===== src/hdl/sli_consts.svh =====
`ifndef SLI_CONSTS_SVH
`define SLI_CONSTS_SVH
`define SLI_ADDR_CTRL 4'h0
`define SLI_ADDR_RATE 4'h1
`define SLI_ADDR_FLAGS0 4'h2
`define SLI_ADDR_FLAGS1 4'h3
`define SLI_ADDR_LAMPS 4'h4
`define SLI_RATE_MAX_BPS 17'h1C200
`define SLI_BLINK_HALF_NS 100000000
`define SLI_CLOCK_NS 5
`define SLI_NUM_RATES 4'hC
`endif


===== src/hdl/sli_pkg.sv =====
package sli_pkg;
   typedef struct packed {
      logic txActive;
      logic rxActive;
      logic sendPending;
      logic txStart;
      logic overrun;
      logic framing;
      logic rxDiscard;
      logic chErr;
      logic cpuErr;
      logic parityErr;
      logic protoErr;
   } sli_chev_s;
   typedef struct packed {
      logic sendLamp;
      logic recvLamp;
      logic sendWait;
      logic serialErr;
      logic modemEn;
      logic flowEn;
      logic [3:0] rateSel;
   } sli_chst_s;
endpackage

===== src/hdl/sli_indicators.sv =====
`include "sli_consts.svh"
module sli_indicators
   import sli_pkg::*;
#(
   parameter int BLINK_CYCLES = `SLI_BLINK_HALF_NS / `SLI_CLOCK_NS
) (
   input wire logic clock,
   input wire logic rst,
   input wire logic [3:0] addr,
   input wire logic [15:0] wdata,
   input wire logic wr,
   input wire logic rd,
   output logic [15:0] rdata,
   input wire sli_chev_s [1:0] chEvent,
   input wire logic cpuBusy,
   input wire logic [1:0] ctsIn,
   input wire logic periphReq,
   output sli_chst_s [1:0] chStat,
   output logic [1:0] txAllow,
   output logic [1:0] rtsOut,
   output logic periphSel,
   output logic rateError,
   output logic errorLamp,
   output logic accessLamp
);
   // Bit rate in bps for each rate selector code
   function automatic logic [16:0] rateBps(input logic [3:0] sel);
      logic [16:0] r;
      r = 17'h0;
      unique case (sel)
         4'h0: r = 17'h004B0; // 1200
         4'h1: r = 17'h00960;
         4'h2: r = 17'h012C0;
         4'h3: r = 17'h02580;
         4'h4: r = 17'h04B00;
         4'h5: r = 17'h09600; // 38400
         4'h6: r = 17'h03840; // 14400
         4'h7: r = 17'h07080; // 28800
         4'h8: r = 17'h0E100; // 57600
         4'h9: r = 17'h1C200; // 115200
         default: r = 17'h0;
      endcase
      return r;
   endfunction

   logic [3:0] ctrl [1:0];
   logic [3:0] rate [1:0];
   logic [31:0] blinkCnt;
   logic blink;
   logic [17:0] rateSum;

   always_ff @(posedge clock) begin
      if (rst) begin
         ctrl[0] <= 4'h0;
         ctrl[1] <= 4'h0;
         rate[0] <= 4'h0;
         rate[1] <= 4'h0;
      end else if (wr) begin
         if (addr == `SLI_ADDR_CTRL) begin
            ctrl[0] <= wdata[3:0];
            ctrl[1] <= wdata[11:8];
         end
         if (addr == `SLI_ADDR_RATE) begin
            // Only the rate ladder codes are accepted
            if (wdata[3:0] < `SLI_NUM_RATES - 4'h2) rate[0] <= wdata[3:0];
            if (wdata[11:8] < `SLI_NUM_RATES - 4'h2) rate[1] <= wdata[11:8];
         end
      end
   end

   always_ff @(posedge clock) begin
      if (rst || blinkCnt == BLINK_CYCLES - 1) blinkCnt <= 32'h0;
      else blinkCnt <= blinkCnt + 32'h1;
   end

   always_ff @(posedge clock) begin
      if (rst) blink <= 1'b0;
      else if (blinkCnt == BLINK_CYCLES - 1) blink <= ~blink;
   end

   assign rateSum = {1'b0, rateBps(rate[0])} + {1'b0, rateBps(rate[1])};
   // Flag an illegal combined rate chosen by software
   always_ff @(posedge clock) begin
      if (rst) rateError <= 1'b0;
      else rateError <= rateSum > {1'b0, `SLI_RATE_MAX_BPS};
   end

   genvar c;
   generate
      for (c = 0; c < 2; c++) begin : gCh
         logic serialErr, sendWait, anyErr;
         always_ff @(posedge clock) begin
            // Hardware set wins over software clear
            if (rst) serialErr <= 1'b0;
            else if (chEvent[c].overrun || chEvent[c].framing || chEvent[c].rxDiscard)
               serialErr <= 1'b1;
            else if (wr && addr == `SLI_ADDR_FLAGS0 + 4'(c) && wdata[0]) serialErr <= 1'b0;
         end
         always_ff @(posedge clock) begin
            if (rst) sendWait <= 1'b0;
            else if (chEvent[c].txStart) sendWait <= 1'b0;
            else if (chEvent[c].sendPending) sendWait <= 1'b1;
         end
         always_comb begin
            chStat[c].sendLamp = chEvent[c].txActive & blink;
            chStat[c].recvLamp = chEvent[c].rxActive & blink;
            chStat[c].sendWait = sendWait;
            chStat[c].serialErr = serialErr;
            chStat[c].modemEn = ctrl[c][0];
            chStat[c].flowEn = ctrl[c][1];
            chStat[c].rateSel = rate[c];
            // With flow control on, sending waits for clear-to-send
            txAllow[c] = ~ctrl[c][1] | ctsIn[c];
            rtsOut[c] = ctrl[c][1] ? ~sendWait | chEvent[c].txActive : 1'b1;
            anyErr = serialErr | chEvent[c].chErr | chEvent[c].cpuErr | chEvent[c].parityErr
               | chEvent[c].protoErr;
         end
      end
   endgenerate

   assign errorLamp = gCh[0].anyErr | gCh[1].anyErr;
   assign accessLamp = cpuBusy & blink;
   // Programming peripheral only through the first channel in modem use
   assign periphSel = periphReq & ctrl[0][0];

   always_ff @(posedge clock) begin
      if (rst) rdata <= 16'h0;
      else if (rd) begin
         unique case (addr)
            `SLI_ADDR_CTRL: rdata <= {4'h0, ctrl[1], 4'h0, ctrl[0]};
            `SLI_ADDR_RATE: rdata <= {4'h0, rate[1], 4'h0, rate[0]};
            `SLI_ADDR_FLAGS0: rdata <= {15'h0, chStat[0].serialErr};
            `SLI_ADDR_FLAGS1: rdata <= {15'h0, chStat[1].serialErr};
            `SLI_ADDR_LAMPS: rdata <= {9'h0, rateError, accessLamp, errorLamp,
               chStat[1].sendWait, chStat[0].sendWait, 2'h0};
            default: rdata <= 16'h0;
         endcase
      end else rdata <= 16'h0;
   end
endmodule


===== config.mk =====
export PLATFORM = sky130hd
export DESIGN_NAME = sli_indicators
export DESIGN_NICKNAME = d
export VERILOG_FILES = /design/src/hdl/sli_pkg.sv /design/src/hdl/sli_indicators.sv
export VERILOG_INCLUDE_DIRS = /design/src /design/src/hdl
export SDC_FILE = /design/constraint.sdc
export NUM_CORES = 1
export LEC_CHECK = 0
export ABC_AREA = 0
export BUFFER_PORTS_ARGS = -buffer_cell sky130_fd_sc_hd__buf_2
export CORE_MARGIN = 2
export CORE_UTILIZATION = 28
export CTS_BUF_LIST = sky130_fd_sc_hd__clkbuf_8
export DETAILED_ROUTE_END_ITERATION = 10
export GPL_ROUTABILITY_DRIVEN = 0
export HOLD_SLACK_MARGIN = 0.06
export PLACE_DENSITY = 0.49
export SETUP_SLACK_MARGIN = 0.15
export SYNTH_ARGS = -nofsm -noshare
export SYNTH_HDL_FRONTEND = slang
export SYNTH_SLANG_ARGS = --single-unit

===== constraint.sdc =====
create_clock -name clock -period 4.81 [get_ports clock]
set_input_delay 0.2405 -clock clock [delete_from_list [all_inputs] [get_ports clock]]
set_output_delay 0.2405 -clock clock [all_outputs]
set_load 0.005 [all_outputs]

==> impl_metrics.sql, run 1 <==
INSERT INTO impl_metrics (metric_group, metric, value, unit) VALUES
('outcome', 'run_status', 'finished, final reports clean', ''),
('die', 'site_rows', '43', ''),
('grt', 'grt_pass1_wl', '14800', 'um'),
('routing', 'drtIter0Drc', '109', ''),
('yosys', 'synth.largest_area_cell', 'dfxtp_1', ''),
('yosys', 'yosysSeqAreaShare', '37.4', '%'),
('yosys', 'synth_cell_types', '47', ''),
('clocking', 'worst_skew_pair.late_latency', '360', 'ps'),
('run', 'max-cap-violations', '0', ''),
('clocking', 'cts.reportedPaths.clkPinSlew', '70', 'ps'),
('critical_path', 'worst_path_max_delay_cell', 'edfxtp_1', ''),
('yosys', 'commonest_cells_in_the_synthesized_netlist', 'nor2_1, dfxtp_1, nand2_1', ''),
('timing', 'fin_tns_setup', '0', 'ps'),
('critical_path', 'r2r-start', 'rate[0][0]$_SDFFCE_PN0P_', ''),
('routing', 'drc', '0', ''),
('hold_path', 'worst_hold_path.num_cells', '3', ''),
('critical_path', 'arrival', '3650', 'ps'),
('yosys', 'synth_top_family_by_area', 'simple AND/OR/NAND/NOR gates', ''),
('critical_path', 'critical_path_class', 'reg2reg', ''),
('clocking', 'cts_tree', 'built', ''),
('power_and_ir_drop', 'power-per-cell-area', '265', 'nW/um^2'),
('routing', 'vias_per_cell', '4.52', ''),
('grt', 'grtUsageTotal', '13.0', '%'),
('yosys', 'post-synth-top-area-fraction', '25.1', '%'),
('grt', 'grt_pass1_vias', '2930', ''),
('grt', 'grt-ovfl-total', '0', ''),
('finish', 'num-fill-cells', '1494', ''),
('critical_path', 'worstPathMaxFanout', '7', ''),
('yosys', 'post_synth_instance_area', '3900', 'sq um'),
('yosys', 'compound_cell_area_share_of_the_yosys_netlist', '8.23', '%'),
('die', 'floorplan.die_area', '14900', 'sq um'),
('clocking', 'post_cts.repair.setup_buffers', '0', ''),
('timing', 'period_minus_slack', '3360', 'ps'),
('power_and_ir_drop', 'vdd_drop_max', '0.124', 'mV'),
('timing', 'setup_repair_after_global_routing_missed_its_margin', 'false', ''),
('clocking', 'cts_buffers', '9', ''),
('finish', 'synthToLayoutAreaGrowth', '17.2', '%'),
('timing', 'maxSlewViolCount', '0', ''),
('clocking', 'ctsHtreeMaxLevel', '3', ''),
('die', 'horizontal_die_dimension', '122', 'um'),
('critical_path', 'path_common_cell', 'inv_1', ''),
('routing', 'detail_route.wirelength', '9230', 'um'),
('timing', 'final_clock_period_utilization_by_the_worst_path', '69.9', '%'),
('hold_path', 'hold_start', 'chEvent[8]', ''),
('finish', 'final_net_count', '589', ''),
('yosys', 'synth_edf_count', '16', ''),
('yosys', 'synth_most_common_cell', 'nor2_1', ''),
('finish', 'multi_input_area', '2220', 'sq um'),
('timing', 'worst_slew_pin_slew', '1090', 'ps'),
('critical_path', 'cp_slowest_stage_delay', '530', 'ps'),
('yosys', 'yosys_most_used_dff', 'dfxtp_1', ''),
('finish', 'post_route_cells_drive_above_1_share', '19.4', '%'),
('routing', 'detailroute.via_count', '3175', ''),
('timing', 'finClkSkew', '10.0', 'ps'),
('yosys', 'synthAdderAreaFrac', '7.56', '%'),
('yosys', 'ff_latch_count_synth', '65', ''),
('placed_design', 'port-buffer-count', '80', ''),
('clocking', 'cts_max_path_buffers', '2', ''),
('yosys', 'yosys-mux-area-fraction', '5.25', '%'),
('hold_path', 'hp-class', 'in2reg', ''),
('clocking', 'tritoncts_num_sinks', '65', ''),
('power_and_ir_drop', 'leakage', '1.99', 'nW'),
('clocking', 'clockRootBuffer', 'clkbuf_8', ''),
('yosys', 'synth.top_cells.by_area', 'dfxtp_1, edfxtp_1, nor2_1, ha_1, xor2_1', ''),
('timing', 'setup_viol', '0', ''),
('routing', 'firstDrtPassIters', '4', ''),
('die', 'boundaryPins', '94', ''),
('critical_path', 'timing.critical_path.required', '5090', 'ps'),
('timing', 'clock.fmax', '297', 'MHz'),
('critical_path', 'ff2ff_path_depth', '14', ''),
('critical_path', 'worst_setup_path_end_kind', 'flop', '');
## through the flow
stage	power [mW]	hold slack, ps	area [sq um]	util (%)	instances
2_1_floorplan	0.730	317	3920	-	449
3_3_place_gp	0.777	405	4370	31.7	683
3_5_place_dp	0.780	408	4370	31.7	683
4_1_cts	1.24	106	4580	33.2	701
5_1_grt	1.28	139	4580	33.2	701
6_report	1.21	130	4580	33.2	702
## power by group
part           internal, mW  switching (mW)  leakage, nW
sequential            0.572          0.0219        0.549
combinational        0.0802          0.0929         1.33
clock                 0.232           0.213        0.108
## flip-flops by register name, summed over array words and instances, names as in the netlist
| signal | count |
|---|---|
| rateError | 1 |
| rate | 8 |
| gCh.serialErr | 2 |
| rdata | 11 |
| ctrl | 8 |
| blink | 1 |
| blinkCnt | 32 |
| gCh.sendWait | 2 |
## area by class of cell
class	instances	area share, %
flip-flops and latches	65	31.9
diodes	1	0.0547
repair buffers	82	9.18
well taps	180	4.92
multi-input cells	340	48.5
clock buffers	9	2.71
inverters	18	1.48
clock inverters	7	1.28
## layer usage
layer	global-route usage, %	share of wire [%]	vias to the layer above	wire length (um)
met3	3.65	4.4	15	409
met5	0	0.27	-	25
met1	16.7	47	1441	4310
met2	20.3	47	48	4300
li1	-	-	1667	-
met4	6.03	2.0	4	185
## final timing paths
check,to,slack [ps]
setup / recovery,rateError$_SDFF_PP0_,1450
hold / removal,gCh[0].sendWait$_SDFFE_PP0P_,130
setup reg to reg,rateError$_SDFF_PP0_,1450
hold reg to reg,rdata[6]$_SDFF_PP0_,450
## cell usage in the layout, fill, tap and decap left out, types with 18 or more instances in the layout
cell type / count
inv_1: 22
dfxtp_1: 49
xnor2_1: 18
buf_2: 80
and2_1: 22
nor2_1: 77
nand3_1: 18
ha_1: 22
xor2_1: 22
nand2_1: 23
## cell families after synthesis
logic type / Yosys count
other cells: 1
mux: 19
flops: 65
buf+inv: 44
simple gates: 200
fa+ha+maj: 23
compound gates: 53
xor+xnor: 40
## worst max-delay path, delay by kind of cell, from the launching register on
family                   cells  cell delay, ps
AO/OA/AOI/OAI                4             780
XOR/XNOR                     1             150
adder cells (fa/ha/maj)      3             810
buffers and inverters        3             290
flip-flops                   1             530
AND/OR/NAND/NOR              3             730
## timing repair
item                                    CTS  global route
hold endpoints to repair                  2             0
hold buffers                              2             0
resized for setup                         0             0
endpoints found under the setup margin    0             0
Power figures use the tool's default switching activity.
==> run 2: changes to the inputs <==
- ABC_AREA: 0 -> 1
- clock period: 4.81 -> 3.3 ns (I/O delays scaled with it)
==> impl_metrics.sql, run 2 <==
INSERT INTO impl_metrics (metric_group, metric, value, unit) VALUES
('placed_design', 'dp_hpwl', '9240', 'um'),
('die', 'starting_utilization_of_the_core_area', '28.9', '%'),
('grt', 'grt-ovfl-total', '0', ''),
('timing', 'fin_tns_setup', '0', 'ps'),
('grt', 'grt_pass1_wl', '18700', 'um'),
('critical_path', 'worstPathMaxFanout', '6', ''),
('timing', 'setup_repair_after_global_routing_missed_its_margin', 'false', ''),
('yosys', 'post_synth_instance_area', '4420', 'sq um'),
('routing', 'drtIter0Drc', '271', ''),
('clocking', 'tritoncts_num_sinks', '65', ''),
('run', 'max-cap-violations', '0', ''),
('power_and_ir_drop', 'leakage', '2.46', 'nW'),
('yosys', 'post-synth-top-area-fraction', '22.2', '%'),
('routing', 'detail-route-antenna-nets', '0', ''),
('die', 'fp.coreArea', '15300', 'sq um'),
('clocking', 'cts.reportedPaths.clkPinSlew', '80', 'ps'),
('timing', 'final.hold.worst_slack', '86.5', 'ps'),
('routing', 'drc', '0', ''),
('clocking', 'worst_skew_pair.late_latency', '350', 'ps'),
('power_and_ir_drop', 'share_comb_of_total_power', '17.2', '%'),
('critical_path', 'number_of_buffers_and_inverters_on_the_critical_path', '3', ''),
('clocking', 'cts_buffers', '9', ''),
('routing', 'firstDrtPassIters', '4', ''),
('clocking', 'cts_max_path_buffers', '2', ''),
('hold_path', 'hp-class', 'in2reg', ''),
('yosys', 'ff_latch_count_synth', '65', ''),
('critical_path', 'worstPathCellList', 'inv_1, ha_1, nand2_1, nor2_1, ha_1, inv_1, fa_1, inv_1, nand2_1, nand2_1, nand3_1, nand2_1, nand2_1, nand2_1, nand2_1, nor2_1, nand2_1, nand2_1, a21oi_1', ''),
('finish', 'flip_flop_count_of_the_largest_register_all_copies_and_words_added', '32', ''),
('critical_path', 'arrival', '3070', 'ps'),
('finish', 'insertedDiodeCount', '0', ''),
('power_and_ir_drop', 'vdd_drop_max', '0.184', 'mV'),
('finish', 'post_route_standard_cell_area_excluding_fillers', '5280', 'sq um'),
('timing', 'hold_viol', '0', ''),
('die', 'floorplan.die_area', '16800', 'sq um'),
('finish', 'finalNonFillerCells', '967', ''),
('critical_path', 'worst_setup_path_end_kind', 'flop', ''),
('placed_design', 'dpl_worst_slack', '480', 'ps'),
('finish', 'largest_registers', 'blinkCnt x32, rdata x11', ''),
('timing', 'timing.final.ws_setup', '468', 'ps'),
('die', 'site_rows', '45', ''),
('timing', 'setup_viol', '0', ''),
('yosys', 'synth_most_common_cell', 'nand2_1', ''),
('routing', 'detailroute.via_count', '4227', ''),
('yosys', 'synth.yosys.warnings', '0', ''),
('power_and_ir_drop', 'internal_power', '1.39', 'mW'),
('grt', 'grt_pass1_vias', '4009', ''),
('placed_design', 'placedInstanceArea', '5010', 'sq um'),
('clocking', 'clockRootBuffer', 'clkbuf_8', ''),
('die', 'horizontal_die_dimension', '130', 'um'),
('die', 'dieHeight', '130', 'um'),
('power_and_ir_drop', 'sequentialPowerShare', '44.1', '%'),
('grt', 'grtUsageTotal', '14.0', '%'),
('timing', 'period_minus_slack', '2830', 'ps'),
('yosys', 'synth_cell_types', '42', ''),
('yosys', 'synth.largest_area_cell', 'dfxtp_1', ''),
('power_and_ir_drop', 'clock_power_share', '38.7', '%'),
('finish', 'synthToLayoutAreaGrowth', '19.4', '%'),
('critical_path', 'critical_path_class', 'reg2reg', ''),
('yosys', 'asyncSetResetFlopFracSynth', '0', '%'),
('die', 'boundaryPins', '94', ''),
('yosys', 'syn_area_per_cell', '6.64', 'sq um'),
('routing', 'vias_per_cell', '4.37', ''),
('clocking', 'cts_tree', 'built', ''),
('finish', 'final_cell_mix', 'nand2_1, inv_1, nor2_1, buf_2, dfxtp_1', ''),
('finish', 'max_flop_register', 'blinkCnt', ''),
('finish', 'final_net_count', '824', ''),
('critical_path', 'worstSetupStartpointType', 'flop', ''),
('timing', 'finClkSkew', '9.63', 'ps'),
('clocking', 'post_cts.repair.setup_buffers', '0', ''),
('yosys', 'commonest_cells_in_the_synthesized_netlist', 'nand2_1, inv_1, nor2_1', ''),
('yosys', 'yosysSeqAreaShare', '33.1', '%'),
('finish', 'final_util', '34.4', '%'),
('critical_path', 'cp_slowest_stage_delay', '490', 'ps'),
('timing', 'clock.fmax', '353', 'MHz'),
('clocking', 'ctsHtreeMaxLevel', '3', ''),
('timing', 'worst_slew_pin_slew', '520', 'ps'),
('timing', 'final_clock_period_utilization_by_the_worst_path', '85.8', '%'),
('power_and_ir_drop', 'switching_share', '28.2', '%'),
('finish', 'final_common_cell', 'nand2_1', ''),
('timing', 'slew_headroom', '65.2', '%'),
('placed_design', 'dp_cells', '946', ''),
('critical_path', 'timing.critical_path.required', '3540', 'ps'),
('yosys', 'yosys_most_used_dff', 'dfxtp_1', ''),
('yosys', 'synth.top_cells.by_area', 'dfxtp_1, nand2_1, edfxtp_1, inv_1, nor2_1', ''),
('finish', 'post_route_cells_drive_above_1_share', '16.3', '%'),
('critical_path', 'worst_path_dominant_cell_family', 'simple AND/OR/NAND/NOR gates', ''),
('power_and_ir_drop', 'total_switching_power', '0.546', 'mW'),
('grt', 'antenna_found_initial', '0', ''),
('timing', 'maxSlewViolCount', '0', ''),
('critical_path', 'worst_path_max_delay_cell', 'edfxtp_1', ''),
('power_and_ir_drop', 'power-per-cell-area', '367', 'nW/um^2'),
('routing', 'detail_route.wirelength', '11400', 'um'),
('routing', 'drt-wirelength-per-cell', '11.8', 'um'),
('critical_path', 'path_common_cell', 'nand2_1', ''),
('grt', 'grt_start_max_net_pins', '32', ''),
('placed_design', 'port-buffer-count', '80', ''),
('yosys', 'netlist_instances', '666', ''),
('power_and_ir_drop', 'finalPower', '1.93', 'mW'),
('yosys', 'synth_edf_count', '16', ''),
('outcome', 'run_status', 'finished, final reports clean', '');
## run 2: changes by cell type in the layout (fill, tap and decap cells not counted), sizes merged, moves of 21 or more
cell | previous run | this run
and2 | 22 | 1
nand2 | 23 | 169
inv | 22 | 109
a21oi | 16 | 40
nor2 | 77 | 108
nor3 | 8 | 33
## run 2: cells by family (layout without fill, tap and decap cells)
group	count (synthesis)	in the layout	synth area share [%]
AND/OR/NAND/NOR	368	368	37.4
buffers and inverters	130	216	12.3
AO/OA/AOI/OAI	68	68	8.32
flip-flops	65	65	33.1
adder cells (fa/ha/maj)	23	23	6.68
XOR/XNOR	11	11	2.18
other	1	5	0.0849
## run 2: metal layers
metal  track usage, %  part of all wire, %  vias up
li1                 -                    -     2263
met1             17.2                   46     1866
met2             24.7                   48       88
met3             4.25                  5.2       10
met4             1.96                 0.76        0
met5                0                    0        -
## run 2: cell type report
class	count	area, sq um
repair buffers	90	488
fillers	1729	10000
multi-input cells	475	2430
clock buffers	9	124
inverters	110	413
well taps	211	264
flip-flops and latches	65	1460
clock inverters	7	93.8
## run 2: worst paths after layout
path / start / end / slack (ps) / depth (start not counted)
min reg2reg: rateError$_SDFF_PP0_ / rdata[6]$_SDFF_PP0_ / 430 / 2
max reg2reg: rate[0][0]$_SDFFCE_PN0P_ / rateError$_SDFF_PP0_ / 470 / 19
max: rate[0][0]$_SDFFCE_PN0P_ / rateError$_SDFF_PP0_ / 470 / 19
min: chEvent[17] / gCh[1].serialErr$_SDFFE_PP0P_ / 90 / 3
## run 2: worst reg2reg max path, stage by stage, from the launching register on
cell and delay, ps:
edfxtp_1 490, inv_1 200, ha_1 210, nand2_1 60, nor2_1 130, ha_1 210, inv_1 60, fa_1 400
inv_1 100, nand2_1 50, nand2_1 120, nand3_1 120, nand2_1 110, nand2_1 50, nand2_1 50, nand2_1 50
nor2_1 100, nand2_1 60, nand2_1 80, a21oi_1 60
## run 2: what timing repair did
item	in CTS	in global routing
hold buffers	5	0
hold endpoints to repair	3	0
gates resized for setup	0	0
## run 2: power groups by stage
| stage | Clock [mW] | Sequential (mW) | Combinational [mW] |
|---|---|---|---|
| after global placement | 0 | 0.872 | 0.333 |
| after global routing | 0.808 | 0.856 | 0.386 |
| after CTS | 0.775 | 0.853 | 0.336 |
| final | 0.749 | 0.853 | 0.332 |
| after floorplan | 0 | 0.868 | 0.232 |
| after detailed placement | 0 | 0.871 | 0.330 |
==> run 3: changes to the inputs <==
- CELL_PAD_IN_SITES_DETAIL_PLACEMENT: default -> 0
- CELL_PAD_IN_SITES_GLOBAL_PLACEMENT: default -> 1
- PLACE_DENSITY: 0.49 -> 0.64
==> impl_metrics.sql, run 3 (synthesis results as in run 2) <==
INSERT INTO impl_metrics (metric_group, metric, value, unit) VALUES
('critical_path', 'arrival', '3040', 'ps'),
('routing', 'firstDrtPassIters', '4', ''),
('clocking', 'worst_skew_pair.late_latency', '340', 'ps'),
('critical_path', 'worstPathMaxFanout', '7', ''),
('routing', 'drc', '0', ''),
('die', 'boundaryPins', '94', ''),
('grt', 'grt_pass1_vias', '3865', ''),
('routing', 'detailroute.via_count', '4314', ''),
('routing', 'detail-route-antenna-nets', '0', ''),
('placed_design', 'dp_hpwl', '9490', 'um'),
('timing', 'hold_viol', '0', ''),
('routing', 'vias_per_cell', '4.47', ''),
('power_and_ir_drop', 'finalPower', '1.96', 'mW'),
('clocking', 'tritoncts_num_sinks', '65', ''),
('critical_path', 'cp_slowest_stage_delay', '510', 'ps'),
('critical_path', 'worst_setup_path_end_kind', 'flop', ''),
('critical_path', 'worst_path_max_delay_cell', 'edfxtp_1', ''),
('grt', 'grt-ovfl-total', '0', ''),
('finish', 'final_cell_mix', 'nand2_1, inv_1, nor2_1, buf_2, dfxtp_1', ''),
('die', 'floorplan.die_area', '16800', 'sq um'),
('hold_path', 'hp-class', 'in2reg', ''),
('timing', 'clock.fmax', '356', 'MHz'),
('timing', 'final.hold.worst_slack', '79.3', 'ps'),
('finish', 'flip_flop_count_of_the_largest_register_all_copies_and_words_added', '32', ''),
('finish', 'synthToLayoutAreaGrowth', '19.2', '%'),
('clocking', 'cts_tree', 'built', ''),
('finish', 'final_net_count', '822', ''),
('routing', 'detail_route.wirelength', '11700', 'um'),
('routing', 'drtIter0Drc', '237', ''),
('die', 'fp.coreArea', '15300', 'sq um'),
('outcome', 'run_status', 'finished, final reports clean', ''),
('clocking', 'cts_max_path_buffers', '2', ''),
('critical_path', 'critical_path_class', 'reg2reg', ''),
('grt', 'grt_pass1_wl', '18400', 'um'),
('timing', 'period_minus_slack', '2810', 'ps'),
('grt', 'grtUsageTotal', '13.9', '%'),
('finish', 'largest_registers', 'blinkCnt x32, rdata x11', ''),
('timing', 'worst_slew_pin_slew', '551', 'ps'),
('finish', 'insertedDiodeCount', '0', ''),
('die', 'horizontal_die_dimension', '130', 'um'),
('power_and_ir_drop', 'leakage', '2.45', 'nW'),
('clocking', 'cts_buffers', '9', ''),
('critical_path', 'worst_path_dominant_cell_family', 'simple AND/OR/NAND/NOR gates', ''),
('routing', 'drt-wirelength-per-cell', '12.1', 'um'),
('critical_path', 'worstPathCellList', 'inv_1, ha_1, nand2_1, nor2_1, ha_2, inv_1, fa_1, inv_1, nand2_1, nand2_1, nand3_1, nand2_1, nand2_1, nand2_1, nand2_1, nor2_1, nand2_1, nand2_1, a21oi_1', ''),
('grt', 'grt_start_max_net_pins', '32', ''),
('die', 'dieHeight', '130', 'um'),
('run', 'max-cap-violations', '0', ''),
('critical_path', 'number_of_buffers_and_inverters_on_the_critical_path', '3', ''),
('clocking', 'clockRootBuffer', 'clkbuf_8', ''),
('die', 'site_rows', '45', ''),
('critical_path', 'cp_depth', '19', ''),
('timing', 'finClkSkew', '7.13', 'ps'),
('placed_design', 'port-buffer-count', '80', ''),
('timing', 'maxSlewViolCount', '0', ''),
('clocking', 'ctsHtreeMaxLevel', '3', ''),
('timing', 'slew_headroom', '63.1', '%'),
('timing', 'setup_viol', '0', ''),
('power_and_ir_drop', 'vdd_drop_max', '0.184', 'mV'),
('critical_path', 'timing.critical_path.required', '3530', 'ps'),
('critical_path', 'worstSetupStartpointType', 'flop', ''),
('clocking', 'cts.reportedPaths.clkPinSlew', '70', 'ps'),
('grt', 'antenna_found_initial', '0', ''),
('finish', 'post_route_cells_drive_above_1_share', '16.6', '%'),
('timing', 'final_clock_period_utilization_by_the_worst_path', '85.2', '%'),
('timing', 'fin_tns_setup', '0', 'ps'),
('hold_path', 'worst_hold_path.num_cells', '3', ''),
('timing', 'setup_repair_after_global_routing_missed_its_margin', 'false', ''),
('die', 'starting_utilization_of_the_core_area', '28.9', '%'),
('finish', 'max_flop_register', 'blinkCnt', ''),
('critical_path', 'path_common_cell', 'nand2_1', ''),
('power_and_ir_drop', 'power-per-cell-area', '372', 'nW/um^2'),
('critical_path', 'ff2ff_path_depth', '19', ''),
('finish', 'final_common_cell', 'nand2_1', '');
run 3: cell types whose count changed in the layout (fill, tap and decap cells not counted), moves of 2 or more:
cell           delta
clkinv_4          -2
clkinv_2          -2
clkbuf_8          +2
dlygate4sd3_1     -3
run 3: worst register-to-register path: cells and delay by family (launching register included):
family | cells | cell delay, ps
adders and majority gates | 3 | 830
DFF | 1 | 510
AOI/OAI and AO/OA | 1 | 60
and+or+nand+nor | 12 | 980
buffers and inverters | 3 | 320
run 3: layer usage:
metal | part of all wire [%] | up-vias | wire length [um] | track usage, %
met5 | 0 | - | 0 | 0
met3 | 5.1 | 8 | 593 | 3.34
met4 | 0.84 | 0 | 98 | 3.23
met2 | 48 | 108 | 5670 | 24.0
li1 | - | 2259 | - | -
met1 | 46 | 1939 | 5360 | 17.6
run 3: path summary, 6_finish.rpt:
kind | from | end | slack, ps
setup / recovery | rate[0][4]$_SDFFCE_PN0P_ | rateError$_SDFF_PP0_ | 490
hold / removal | chEvent[8] | gCh[0].sendWait$_SDFFE_PP0P_ | 80
setup reg to reg | rate[0][4]$_SDFFCE_PN0P_ | rateError$_SDFF_PP0_ | 490
hold reg to reg | rateError$_SDFF_PP0_ | rdata[6]$_SDFF_PP0_ | 430
run 3: repair_timing:
action / in CTS / in global routing
hold buffers: 2 / 0
buffers inserted: 0 / 5
hold endpoints to repair: 2 / 0
endpoints found under the setup margin: 0 / 1
resized for setup: 0 / 2
run 3: power by group:
group          total (mW)  leakage, nW  switching, mW  internal, mW
logic               0.328         1.78          0.201         0.127
registers           0.857        0.549         0.0221         0.835
clock network       0.775        0.117          0.311         0.465
run 3: layout make-up:
cell class                 count  area, sq um
fill                        1691        10000
multi-input combinational    475         2430
sequential                    65         1460
timing repair buffer          88          465
inverter                     110          413
tap                          211          264
clock buffer                  11          151
clock inverter                 5         77.6
run 3: stage by stage:
| stage | std cells | cell area, sq um | worst slack (ps) | util (%) |
|---|---|---|---|---|
| after global placement | 942 | 4980 | 432 | 32.5 |
| after CTS | 960 | 5230 | 343 | 34.1 |
| final | 965 | 5270 | 488 | 34.4 |
| after global routing | 965 | 5270 | 172 | 34.4 |
| after floorplan | 670 | 4430 | 871 | - |
| after detailed placement | 942 | 4980 | 342 | 32.5 |
